**src/hdl/rcc_map.vh**
```
// Constants for the refresh configuration host controller.
// Assumes inclusion by rcc_host.v only; definitions only.
`ifndef RCC_MAP_VH
`define RCC_MAP_VH
// Software register offsets of the controller
`define RCC_OFS_CFG 4'h0
`define RCC_OFS_CTRL 4'h1
`define RCC_OFS_STAT 4'h2
`define RCC_OFS_SHADOW 4'h3
// Field positions of the refresh configuration word
`define RCC_SEL_BIT 19
`define RCC_PAGE_BIT 7
`define RCC_TEMP_HI 6
`define RCC_TEMP_LO 5
`define RCC_DEEP_BIT 4
`define RCC_REGION_HI 2
`define RCC_REGION_LO 0
// Device defaults: page off, 85 C range, deep sleep forbidden, full array
`define RCC_CFG_RESET 20'h00070
// Mask of writable positions; reserved 18:8 and 3 forced to zero
`define RCC_CFG_MASK 20'h000f7
// Times in ns and cycles at 25 MHz (40 ns)
`define RCC_CLK_NS 40
`define RCC_WR_NS 70
`define RCC_WR_CYC ((`RCC_WR_NS + `RCC_CLK_NS - 1) / `RCC_CLK_NS)
`define RCC_SLEEP_NS 10000
`define RCC_SLEEP_CYC (`RCC_SLEEP_NS / `RCC_CLK_NS + 1)
`define RCC_CSL_NS 10000
`define RCC_CSL_CYC (`RCC_CSL_NS / `RCC_CLK_NS)
`define RCC_WAKE_NS 150000
`define RCC_WAKE_CYC ((`RCC_WAKE_NS + `RCC_CLK_NS - 1) / `RCC_CLK_NS)
`endif

```
**src/hdl/rcc_host.v**
```verilog
// Host controller that programs the refresh configuration register of a
// pseudo-static memory and steers its sleep pin into low-power states.
// Starts a command only once i_mem_busy is low, and assumes that
// software owns the plain register port on i_ref_clk.
`timescale 1ns/1ps
`include "rcc_map.vh"

module rcc_host #(
    parameter SLEEP_CYC = `RCC_SLEEP_CYC,
    parameter WAKE_CYC = `RCC_WAKE_CYC,
    parameter CSL_CYC = `RCC_CSL_CYC
) (
    input wire i_ref_clk, // 25 MHz clock
    input wire i_nrst, // Asynchronous reset, active low
    input wire [3:0] i_addr, // Software register address
    input wire [31:0] i_wdata, // Software write data
    input wire i_wr, // Software write strobe
    input wire i_rd, // Software read strobe
    input wire i_mem_busy, // Other memory traffic in progress
    output reg [31:0] o_rdata, // Read data, one cycle after read
    output reg [19:0] o_mem_addr, // Memory address lines
    output reg o_chip_select_n, // Memory chip select, active low
    output reg o_write_en_n, // Memory write enable, active low
    output reg o_sleep_pin_n, // Memory sleep pin, active low
    output wire o_busy, // Command in progress
    output reg o_access_ok // Memory may take normal accesses
);

    localparam ST_IDLE = 3'h0;
    localparam ST_SETUP = 3'h1;
    localparam ST_PULSE = 3'h2;
    localparam ST_HOLD = 3'h3;
    localparam ST_LOW = 3'h4;
    localparam ST_WAKE = 3'h5;

    reg rst_meta_q;
    reg rst_n_q;
    reg [19:0] cfg_q; // Value software wants written
    reg [19:0] shadow_q; // Value last loaded into the device
    reg [2:0] state_q;
    reg [2:0] state_d;
    reg [17:0] cnt_q;
    reg [17:0] cnt_d;
    reg sleep_req_q; // Software asks for sleep pin low
    reg wr_cmd_q; // Pending register write
    reg deep_q; // Present low state is deep sleep
    reg lowstate_q; // Device is in partial or deep state
    reg err_q; // Partial entry requested with deep sleep enabled, sticky
    reg [19:0] mem_addr_d;
    reg cs_n_d;
    reg we_n_d;
    reg sleep_n_d;
    wire [19:0] wr_word;
    wire ctrl_wr;

    // Reset release through two flip-flops
    always @(posedge i_ref_clk or negedge i_nrst)
    begin
        if (!i_nrst)
        begin
            rst_meta_q <= 1'b0;
            rst_n_q <= 1'b0;
        end
        else
        begin
            rst_meta_q <= 1'b1;
            rst_n_q <= rst_meta_q;
        end
    end

    // Reserved positions and selector are cleared before driving the bus
    assign wr_word = cfg_q & `RCC_CFG_MASK;
    assign ctrl_wr = i_wr && (i_addr == `RCC_OFS_CTRL);
    assign o_busy = (state_q != ST_IDLE) || wr_cmd_q;

    // Software registers; requests stand until the sequencer takes them
    always @(posedge i_ref_clk or negedge rst_n_q)
    begin
        if (!rst_n_q)
        begin
            cfg_q <= `RCC_CFG_RESET;
            wr_cmd_q <= 1'b0;
            sleep_req_q <= 1'b0;
            err_q <= 1'b0;
            o_rdata <= 32'h00000000;
        end
        else
        begin
            if (i_wr && (i_addr == `RCC_OFS_CFG) && state_q == ST_IDLE)
            begin
                cfg_q <= i_wdata[19:0] & `RCC_CFG_MASK;
            end
            if (ctrl_wr && i_wdata[0] && !sleep_req_q)
            begin
                wr_cmd_q <= 1'b1;
            end
            else if (state_q == ST_SETUP)
            begin
                wr_cmd_q <= 1'b0;
            end
            if (ctrl_wr)
            begin
                sleep_req_q <= i_wdata[1];
            end
            // Partial entry with deep sleep still enabled is flagged
            if (ctrl_wr && i_wdata[1] && !shadow_q[`RCC_DEEP_BIT] && i_wdata[3])
            begin
                err_q <= 1'b1;
            end
            else if (ctrl_wr && i_wdata[2])
            begin
                err_q <= 1'b0;
            end
            o_rdata <= 32'h00000000;
            if (i_rd)
            begin
                case (i_addr)
                    `RCC_OFS_CFG: o_rdata <= {12'h000, cfg_q};
                    `RCC_OFS_CTRL: o_rdata <= {30'h00000000, sleep_req_q, wr_cmd_q};
                    `RCC_OFS_STAT: o_rdata <= {26'h0000000, err_q, deep_q, lowstate_q,
                        o_access_ok, o_busy, ~o_sleep_pin_n};
                    `RCC_OFS_SHADOW: o_rdata <= {12'h000, shadow_q};
                    default: o_rdata <= 32'h00000000;
                endcase
            end
        end
    end

    // Sequencer: set-register write, sleep low timing, wake guard
    always @*
    begin
        state_d = state_q;
        cnt_d = cnt_q;
        mem_addr_d = o_mem_addr;
        cs_n_d = 1'b1;
        we_n_d = 1'b1;
        sleep_n_d = 1'b1;
        case (state_q)
            ST_IDLE:
            begin
                cnt_d = 18'h00000;
                if (wr_cmd_q && !i_mem_busy)
                begin
                    state_d = ST_SETUP;
                    mem_addr_d = wr_word;
                    sleep_n_d = 1'b0;
                end
                else if (sleep_req_q && !i_mem_busy)
                begin
                    state_d = ST_LOW;
                    sleep_n_d = 1'b0;
                end
            end
            ST_SETUP:
            begin
                // Sleep pin low ahead of write enable for setup
                sleep_n_d = 1'b0;
                cs_n_d = 1'b0;
                we_n_d = 1'b0;
                cnt_d = 18'h00000;
                state_d = ST_PULSE;
            end
            ST_PULSE:
            begin
                sleep_n_d = 1'b0;
                cs_n_d = 1'b0;
                we_n_d = 1'b0;
                cnt_d = cnt_q + 18'h00001;
                // The write count ends the select-low stretch long before the limit
                if (cnt_q >= `RCC_WR_CYC - 1 || cnt_q >= CSL_CYC - 1)
                begin
                    we_n_d = 1'b1;
                    state_d = ST_HOLD;
                end
            end
            ST_HOLD:
            begin
                // Sleep pin held past write enable rise; chip select toggles off
                sleep_n_d = 1'b0;
                cs_n_d = 1'b1;
                state_d = ST_IDLE;
            end
            ST_LOW:
            begin
                sleep_n_d = 1'b0;
                if (cnt_q < SLEEP_CYC)
                begin
                    cnt_d = cnt_q + 18'h00001;
                end
                if (!sleep_req_q)
                begin
                    sleep_n_d = 1'b1;
                    cnt_d = 18'h00000;
                    state_d = deep_q ? ST_WAKE : ST_IDLE;
                end
            end
            ST_WAKE:
            begin
                // Only deselect is issued while the device wakes
                cs_n_d = 1'b1;
                cnt_d = cnt_q + 18'h00001;
                if (cnt_q >= WAKE_CYC - 1)
                begin
                    state_d = ST_IDLE;
                end
            end
            default:
            begin
                state_d = ST_IDLE;
            end
        endcase
    end

    // Pin and state registers
    always @(posedge i_ref_clk or negedge rst_n_q)
    begin
        if (!rst_n_q)
        begin
            state_q <= ST_IDLE;
            cnt_q <= 18'h00000;
            o_mem_addr <= 20'h00000;
            o_chip_select_n <= 1'b1;
            o_write_en_n <= 1'b1;
            o_sleep_pin_n <= 1'b1;
            shadow_q <= `RCC_CFG_RESET;
            lowstate_q <= 1'b0;
            deep_q <= 1'b0;
            o_access_ok <= 1'b1;
        end
        else
        begin
            state_q <= state_d;
            cnt_q <= cnt_d;
            o_mem_addr <= mem_addr_d;
            o_chip_select_n <= cs_n_d;
            o_write_en_n <= we_n_d;
            o_sleep_pin_n <= sleep_n_d;
            // Device keeps the value until rewritten
            if (state_q == ST_HOLD)
            begin
                shadow_q <= o_mem_addr;
            end
            // Low state begins once the sleep pin was low long enough
            if (state_q == ST_LOW && cnt_q >= SLEEP_CYC - 1 && sleep_req_q)
            begin
                lowstate_q <= 1'b1;
                deep_q <= !shadow_q[`RCC_DEEP_BIT];
            end
            else if (state_q != ST_LOW)
            begin
                lowstate_q <= 1'b0;
            end
            if (state_q == ST_IDLE)
            begin
                deep_q <= 1'b0;
            end
            o_access_ok <= (state_d == ST_IDLE) && !lowstate_q;
        end
    end

endmodule // rcc_host

```
**config.mk**
```make
export PLATFORM = sky130hd
export DESIGN_NAME = rcc_host
export DESIGN_NICKNAME = d
export VERILOG_FILES = /design/src/hdl/rcc_host.v
export VERILOG_INCLUDE_DIRS = /design/src /design/src/hdl
export SDC_FILE = /design/constraint.sdc
export NUM_CORES = 1
export LEC_CHECK = 0
export ABC_AREA = 0
export BUFFER_PORTS_ARGS = -buffer_cell sky130_fd_sc_hd__buf_2
export CAP_MARGIN = 10
export CORE_MARGIN = 3
export CORE_UTILIZATION = 50
export CTS_CLUSTER_SIZE = 14
export DETAILED_ROUTE_END_ITERATION = 16
export PLACE_DENSITY = 0.78
export SLEW_MARGIN = 20
export SYNTH_ARGS = -nofsm -noshare
export SYNTH_HDL_FRONTEND = slang
export SYNTH_SLANG_ARGS = --single-unit
```
**constraint.sdc**
```tcl
create_clock -name i_ref_clk -period 2.4 [get_ports i_ref_clk]
set_input_delay 0.24 -clock i_ref_clk [delete_from_list [all_inputs] [get_ports i_ref_clk]]
set_output_delay 0.24 -clock i_ref_clk [all_outputs]
set_load 0.02 [all_outputs]
```
==> metrics, run 1 <==
largest net degree at the start of global routing 25; placed inst area 0.00347 mm2; Critical Path Fanout Max 8; Antenna Cells 0; Distinct cells, synth 54; worst slew pin tran 0.584 ns; Core Util, Final 57.5%; number of global-route vias before repair 2401; clock skew 0.00802 ns; nets 415; CTS buffer count 9; leading cell type in the layout, fill and taps excluded dfrtp_1; Post-Synthesis Cell Area 0.00333 mm2; CTS tree built; Final min period 2.11 ns; CP Cell Sequence ha_1 -> nor3b_1 -> o21bai_1 -> nor2_2 -> or3_1 -> o31ai_1; violation count after the first detailed-routing iteration 187; area of the die 0.00768 mm2; CORE AREA 0.00639 mm2; I/O Buffers 36; final slew viol count 0; vias 2445; Slew headroom 60.7%; WL final 6780 um; Arr. time, crit path 2.36 ns; GRT Util Overall 18.7%; antenna violations before repair 0; final instance area 0.00367 mm2; clk_lat worst skew roughly 0.34 ns; Required @ worst endpoint 2.65 ns; Finish-stage setup viols 0; LEAKAGE 1.73 nW; Final WS setup 0.286 ns; DRC viols 0; Worst path max stage delay 0.48 ns; DP Worst Slack 0.292 ns; WL met3 ~370 um; Max Root-Sink Buffers 2; TritonRoute pass-1 iters 4; most frequent cells in the layout dfrtp_1 (50), conb_1 (38), buf_2 (36); register area share after synthesis around 46%; layout cell share with drive strength beyond 1 a little over a quarter; num ports between 90 and 100; FF+latch count, synth 61; Die Y approximately 90 um; Max Cap Violations 0; Crit-path slowest cell or3_1; Post-synth EDFFs 0; RSZ-0062 raised after global routing no; Final Cycle Share about nine tenths; Initial Util 52.2%; global-route wire length before repair 11000 um; Post-Synthesis Cells 327; clk slew on worst S/H paths 0.07 ns; sequential cell area 0.00154 mm2; htree depth 3; wl on met1 3020 um; clk sink count 61; detail-routed via count per cell between 5 and 6; die width 87.6 um; Setup CP Type flip-flop to flip-flop; Startpoint Class flip-flop; final hold violation count 0; num rows 29; Synth top area share a little under two fifths; YS warnings 0; synthesized area per cell 10.2 um2; Hold Path Class input port to flip-flop; most area-consuming cells after synthesis dfrtp_1 (38%), mux2_2 (8.5%), buf_4 (8.3%); CP Capture Type flip-flop; global route overflow 0; post-DP HPWL 4900 um; Met2 Wirelength roughly 3300 um; largest area contributor in the netlist dfrtp_1; CTS root buffer clkbuf_8; DR WL/cell 15.0 um; fill count 546; postcts setup bufs 0; post-route ant nets 0; Synth-to-Final Area Change 10.2%; multi-input combinational cell area 0.00156 mm2; status complete, no violations; Max Clk Rate roughly 0.47 GHz; GPL Wtd Cong 0.861; power per cell area 971 mW/mm2; async set-reset flop share out of synthesis 100%; VDD IR max around 0.00049 V; Synth Flop Type dfrtp_1; DR top layer met4; setup TNS 0 ns
==> final timing paths <==
kind / from / end / slack (ns) / depth (start not counted)
min reg2reg: rst_n_q / o_mem_addr[5] / 0.24 / 0
min: i_wdata[7] / cfg_q[7] / 0.12 / 2
min in group asynchronous: i_nrst / rst_n_q / 0.20 / 2
max: cnt_q[0] / cnt_q[14] / 0.29 / 6
max in group asynchronous: rst_n_q / shadow_q[6] / 1.45 / 1
max reg2reg: cnt_q[0] / cnt_q[14] / 0.29 / 6
==> registers in the layout, summed over array words and instances (netlist names), 3 cells and up <==
register	cells
o_mem_addr	7
cnt_q	18
state_q	3
o_rdata	8
shadow_q	7
cfg_q	7
==> cells in the mapped netlist, drive strengths merged, types with 2 or more instances <==
master / n
dfrtp: 51
buf: 40
mux2: 25
nor2: 24
nand2: 21
o21ai: 16
nand3: 12
clkbuf: 10
dfstp: 10
inv: 9
o31ai: 9
nor3: 8
a21oi: 7
nor2b: 6
nor4: 6
o22ai: 6
xnor2: 5
a22o: 4
a22oi: 4
a31oi: 4
and3: 4
ha: 4
nand2b: 4
a211oi: 3
a21o: 3
nand4: 3
o41ai: 3
or2: 3
or3: 3
and2: 2
and4: 2
conb: 2
nand3b: 2
nor3b: 2
==> per-stage QoR <==
| step | total power, mW | std cells | hold WS [ns] |
|---|---|---|---|
| 2_1_floorplan | 2.42 | 363 | -0.0556 |
| 3_3_place_gp | 2.65 | 435 | 0.0286 |
| 3_5_place_dp | 2.71 | 435 | 0.0294 |
| 4_1_cts | 3.58 | 452 | 0.113 |
| 5_1_grt | 3.78 | 452 | 0.119 |
| 6_report | 3.56 | 452 | 0.123 |
==> critical path, delay by kind of cell (launching register included) <==
kind | cells | cell delay, ns
compound gates | 2 | 0.50
fa+ha+maj | 1 | 0.30
flops | 1 | 0.45
simple gates | 3 | 0.76
==> layer usage <==
metal	up-vias	GRT usage, %
met4	0	8.23
met1	1183	24.4
li1	1184	-
met5	-	0
met3	8	4.70
met2	70	29.6
==> where the power goes <==
part	switching, mW	internal (mW)
clock	0.385	0.474
combinational	0.669	0.498
sequential	0.218	1.32
==> final cells by class <==
type                       instances  area share [%]
clock buffer                      11            3.58
clock inverter                     5            1.43
inverter                           9           0.920
multi-input combinational        243            42.5
sequential                        61            42.0
tap                               77            2.62
timing repair buffer              46            7.02
==> repair_timing <==
action / CTS / global route
endpoints found under the hold margin: 2 / 0
hold buffers: 1 / 0
setup endpoints to repair: 0 / 1
resized for setup: 0 / 1
==> kinds of logic (layout without fill, tap and decap cells) <==
| family | Yosys count | count (layout) | synth area share [%] |
|---|---|---|---|
| muxes | 26 | 26 | 9.13 |
| AOI/OAI and AO/OA | 63 | 63 | 13.2 |
| and+or+nand+nor | 106 | 106 | 17.0 |
| adders and majority gates | 4 | 4 | 1.50 |
| other | 2 | 38 | 0.225 |
| xor gates and xnor gates | 6 | 6 | 1.58 |
| buffers and inverters | 59 | 71 | 11.1 |
| DFF | 61 | 61 | 46.2 |
Note: power is estimated with default switching activity, not from simulation.
==> run 2: changes to the inputs <==
--- a/config.mk
+++ b/config.mk
@@ -8,7 +8,8 @@
 export LEC_CHECK = 0
 export ABC_AREA = 0
 export BUFFER_PORTS_ARGS = -buffer_cell sky130_fd_sc_hd__buf_2
-export CAP_MARGIN = 10
+export CAP_MARGIN = 30
+export CORE_ASPECT_RATIO = 1.1
 export CORE_MARGIN = 3
 export CORE_UTILIZATION = 50
 export CTS_CLUSTER_SIZE = 14
==> metrics, run 2 (synthesis results as in run 1) <==
status complete, no violations; Max Root-Sink Buffers 2; Final min period 2.12 ns; htree depth 3; Max Clk Rate 0.471 GHz; final instance area 0.00370 mm2; DP Worst Slack 0.278 ns; grt peak-use layer met2; area of the die 0.00768 mm2; GRT Util Overall 19.0%; I/O Buffers 36; largest net degree at the start of global routing 33; most frequent cells in the layout dfrtp_1 (50), conb_1 (38), buf_2 (36); worst slew pin tran 0.700 ns; Hold Path Class input port to flip-flop; clk_lat worst skew 0.35 ns; global-route wire length before repair 11700 um; leading cell type in the layout, fill and taps excluded dfrtp_1; detail-routed via count per cell about 5.6; Initial Util 52.8%; TritonRoute pass-1 iters 5; setup TNS 0 ns; Antenna Cells 0; DRC viols 0; CTS root buffer clkbuf_8; Max Cap Violations 0; GR Util met2 between 30% and 40%; global-route met1 utilization 22.2%; violation count after the first detailed-routing iteration 136; power per cell area 995 mW/mm2; Core Util, Final 58.7%; post-DP HPWL 5020 um; final slew viol count 0; Synth-to-Final Area Change 11.2%; Setup CP Type flip-flop to flip-flop; PnR Total Power 3.68 mW; die width 83.8 um; Non-Filler Instances 454; number of global-route vias before repair 2471; Final Cycle Share approximately nine tenths; Slew headroom 53.3%; vias 2530; max reg flops 18; Required @ worst endpoint roughly 2.6 ns; hold_ws approximately 0.12 ns; CTS buffer count 9; Placed Cells 437; final hold violation count 0; CP Cell Sequence ha_1 -> nor3b_1 -> o21bai_1 -> nor2_1 -> or3_1 -> o31ai_1; Crit-path slowest cell or3_1; nets 414; layout cell share with drive strength beyond 1 about 28%; GPL Wtd Cong 0.859; clock skew 0.00903 ns; CP Capture Type flip-flop; antenna violations before repair 0; LEAKAGE 1.74 nW; global route overflow 0; clk sink count 61; post-route ant nets 0; Finish-stage setup viols 0; CORE AREA 0.00631 mm2; met3 Track Usage GR 5.08%; Critical Path Fanout Max 8; CTS tree built; DR WL/cell 15.5 um; VDD IR max 0.000458 V; Die Y 91.6 um; Worst path max stage delay 0.50 ns; clk slew on worst S/H paths 0.08 ns; Startpoint Class flip-flop; postcts setup bufs 0; register name with the most flops cnt_q; placed inst area 0.00347 mm2; Final WS setup 0.277 ns; top flop regs cnt_q x18, o_rdata x8; WL final 7030 um; Arr. time, crit path ~2.4 ns; RSZ-0062 raised after global routing no; num ports between 90 and 100; num rows 30
run 2: cell types whose count changed in the layout (fill, tap and decap cells not counted), sizes merged:
cell,before,now
clkbuf,11,9
inv,9,10
bufinv,1,2
clkinv,3,2
buf,45,44
clkinvlp,1,2
run 2: critical path: cells and delay by family, from the launching register on:
kind,cells,cell delay [ns]
compound gates,2,0.47
simple gates,3,0.82
flops,1,0.44
fa+ha+maj,1,0.31
run 2: final timing paths:
kind,startpoint,end,slack (ns),cells after the start
worst min-delay path,i_wdata[7],cfg_q[7],0.12,2
worst max register to register,cnt_q[0],cnt_q[6],0.28,6
min in group asynchronous,i_nrst,rst_n_q,0.21,2
max in group asynchronous,rst_n_q,shadow_q[4],1.34,1
worst min register to register,rst_n_q,shadow_q[7],0.31,0
worst max-delay path,cnt_q[0],cnt_q[6],0.28,6
run 2: cell type report:
class / count / area [um2]
clock buffer: 9 / 124
timing repair buffer: 45 / 250
fill: 529 / 2600
sequential: 61 / 1540
inverter: 9 / 33.8
multi-input combinational: 243 / 1560
clock inverter: 7 / 97.6
tap: 80 / 100
run 2: repair_timing:
| action | CTS | global route |
|---|---|---|
| resized for setup | 0 | 0 |
| hold buffers | 1 | 0 |
| endpoints found under the hold margin | 2 | 0 |
run 2: power breakdown:
group,switching [mW],total (mW),internal [mW]
Sequential,0.224,1.54,1.32
Clock,0.426,1.01,0.587
Combinational,0.653,1.13,0.475
run 2: layer usage:
metal  part of all wire, %  vias up
met5                     0        -
met4                   1.9        0
met3                   6.7       13
met2                    51      116
met1                    40     1225
li1                      -     1176
==> run 3: changes to the inputs <==
--- a/config.mk
+++ b/config.mk
@@ -9,12 +9,14 @@
 export ABC_AREA = 0
 export BUFFER_PORTS_ARGS = -buffer_cell sky130_fd_sc_hd__buf_2
 export CAP_MARGIN = 30
+export CELL_PAD_IN_SITES_DETAIL_PLACEMENT = 1
+export CELL_PAD_IN_SITES_GLOBAL_PLACEMENT = 2
 export CORE_ASPECT_RATIO = 1.1
 export CORE_MARGIN = 3
-export CORE_UTILIZATION = 50
+export CORE_UTILIZATION = 32
 export CTS_CLUSTER_SIZE = 14
 export DETAILED_ROUTE_END_ITERATION = 16
-export PLACE_DENSITY = 0.78
+export PLACE_DENSITY_LB_ADDON = 0.1
 export SLEW_MARGIN = 20
 export SYNTH_ARGS = -nofsm -noshare
 export SYNTH_HDL_FRONTEND = slang
==> metrics, run 3 (synthesis results as in run 1) <==
status complete, no violations; LEAKAGE between 1.5 and 2 nW; clk sink count 61; nets 416; Worst path max stage delay 0.43 ns; post-cts resize count 0; CP top delay family simple AND/OR/NAND/NOR gates; DR WL/cell 16.1 um; num ports 98; worst slew pin tran 0.779 ns; area of the die 0.0117 mm2; TritonRoute pass-1 iters 4; top flop regs cnt_q x18, o_rdata x8; Final WS setup 0.317 ns; clock skew 0.0114 ns; number of global-route vias before repair between 2000 and 3000; GRT Util Overall between 10% and 20%; Non-Filler Instances 496; Worst Reg-to-Reg Cells 5; Finish-stage setup viols 0; Antenna Cells 0; GPL Wtd Cong 0.743; htree depth 3; Core Util, Final 37.7%; most frequent cells in the layout dfrtp_1 (50), conb_1 (38), buf_2 (36); Crit-path slowest cell dfrtp_1; Initial Util 33.4%; detail-routed via count per cell 4.87; Final Cycle Share 86.8%; final hold violation count 0; Hold Path Depth 2; CP Depth 5; CTS buffer count 9; violation count after the first detailed-routing iteration between 40 and 50; DP Worst Slack 0.281 ns; vias 2414; I/O Buffers 36; Required @ worst endpoint 2.64 ns; DRC viols 0; clk_lat worst skew 0.35 ns; global route overflow 0; final slew viol count 0; PnR Total Power 3.68 mW; setup TNS 0 ns; VDD IR max 0.000238 V; global-route wire length before repair 13200 um; postcts setup bufs 0; Synth-to-Final Area Change 13.0%; Slew headroom 48.1%; power per cell area slightly below 1000 mW/mm2; CTS root buffer clkbuf_8; CP Cell Sequence nor4_2 -> nand3_1 -> o21ai_0 -> mux2_2 -> a22o_1; Max Cap Violations 0; largest net degree at the start of global routing 60; post-route ant nets 0; Max Clk Rate 0.480 GHz; Final min period 2.08 ns; clk slew on worst S/H paths 0.08 ns; post-DP HPWL roughly 5700 um; leading cell type in the layout, fill and taps excluded dfrtp_1; CORE AREA 0.00998 mm2; layout cell share with drive strength beyond 1 about 28%; Hold Path Class input port to flip-flop; antenna violations before repair 0; CTS tree built; RSZ-0062 raised after global routing no; Setup CP Type flip-flop to flip-flop; Critical Path Fanout Max 6; Startpoint Class flip-flop; Max Root-Sink Buffers 2; Placed Cells 479; Reg2Reg Setup Slack 0.32 ns; register name with the most flops cnt_q; die width 103 um; CP Capture Type flip-flop; num rows 38; Die Y approximately 110 um; WP buf/inv 0; Arr. time, crit path ~2.3 ns; max reg flops 18; WL final roughly 8000 um
run 3: worst paths after layout:
check	end	from
max reg2reg	deep_q	cnt_q[14]
min	cfg_q[7]	i_wdata[7]
max in group asynchronous	cnt_q[2]	rst_n_q
min in group asynchronous	rst_n_q	i_nrst
max	deep_q	cnt_q[14]
min reg2reg	rst_n_q	rst_meta_q
run 3: stage by stage:
step           instance area, um2  hold WS [ns]
4_1_cts                      3760        0.0982
2_1_floorplan                3470       -0.0556
3_5_place_dp                 3540        0.0307
3_3_place_gp                 3540        0.0261
5_1_grt                      3760         0.112
6_report                     3760         0.119
run 3: area by class of cell:
type / count / area [um2]
multi-input combinational: 243 / 1560
timing repair buffer: 47 / 265
clock buffer: 12 / 165
fill: 1144 / 6220
clock inverter: 4 / 53.8
inverter: 9 / 33.8
tap: 120 / 150
sequential: 61 / 1540
run 3: power by group:
group | total, mW | switching [mW] | internal, mW
clock | 1.00 | 0.435 | 0.568
combinational | 1.14 | 0.668 | 0.473
sequential | 1.54 | 0.217 | 1.32
run 3: repair_timing:
action                                  in CTS  in global routing
endpoints found under the setup margin       0                  0
hold endpoints to repair                     2                  0
hold buffers                                 1                  0
run 3: worst reg2reg max path: cells and delay by family (launching register included):
family / cells / cell delay [ns]
muxes: 1 / 0.38
DFF: 1 / 0.43
AOI/OAI and AO/OA: 2 / 0.57
and+or+nand+nor: 2 / 0.59
run 3: layer usage:
metal	global-route usage (%)	vias to the layer above	share of wire, %
met5	0	-	0
met4	5.44	0	1.5
met3	3.08	8	3.6
met2	23.6	46	49
met1	19.3	1191	46
li1	-	1169	-
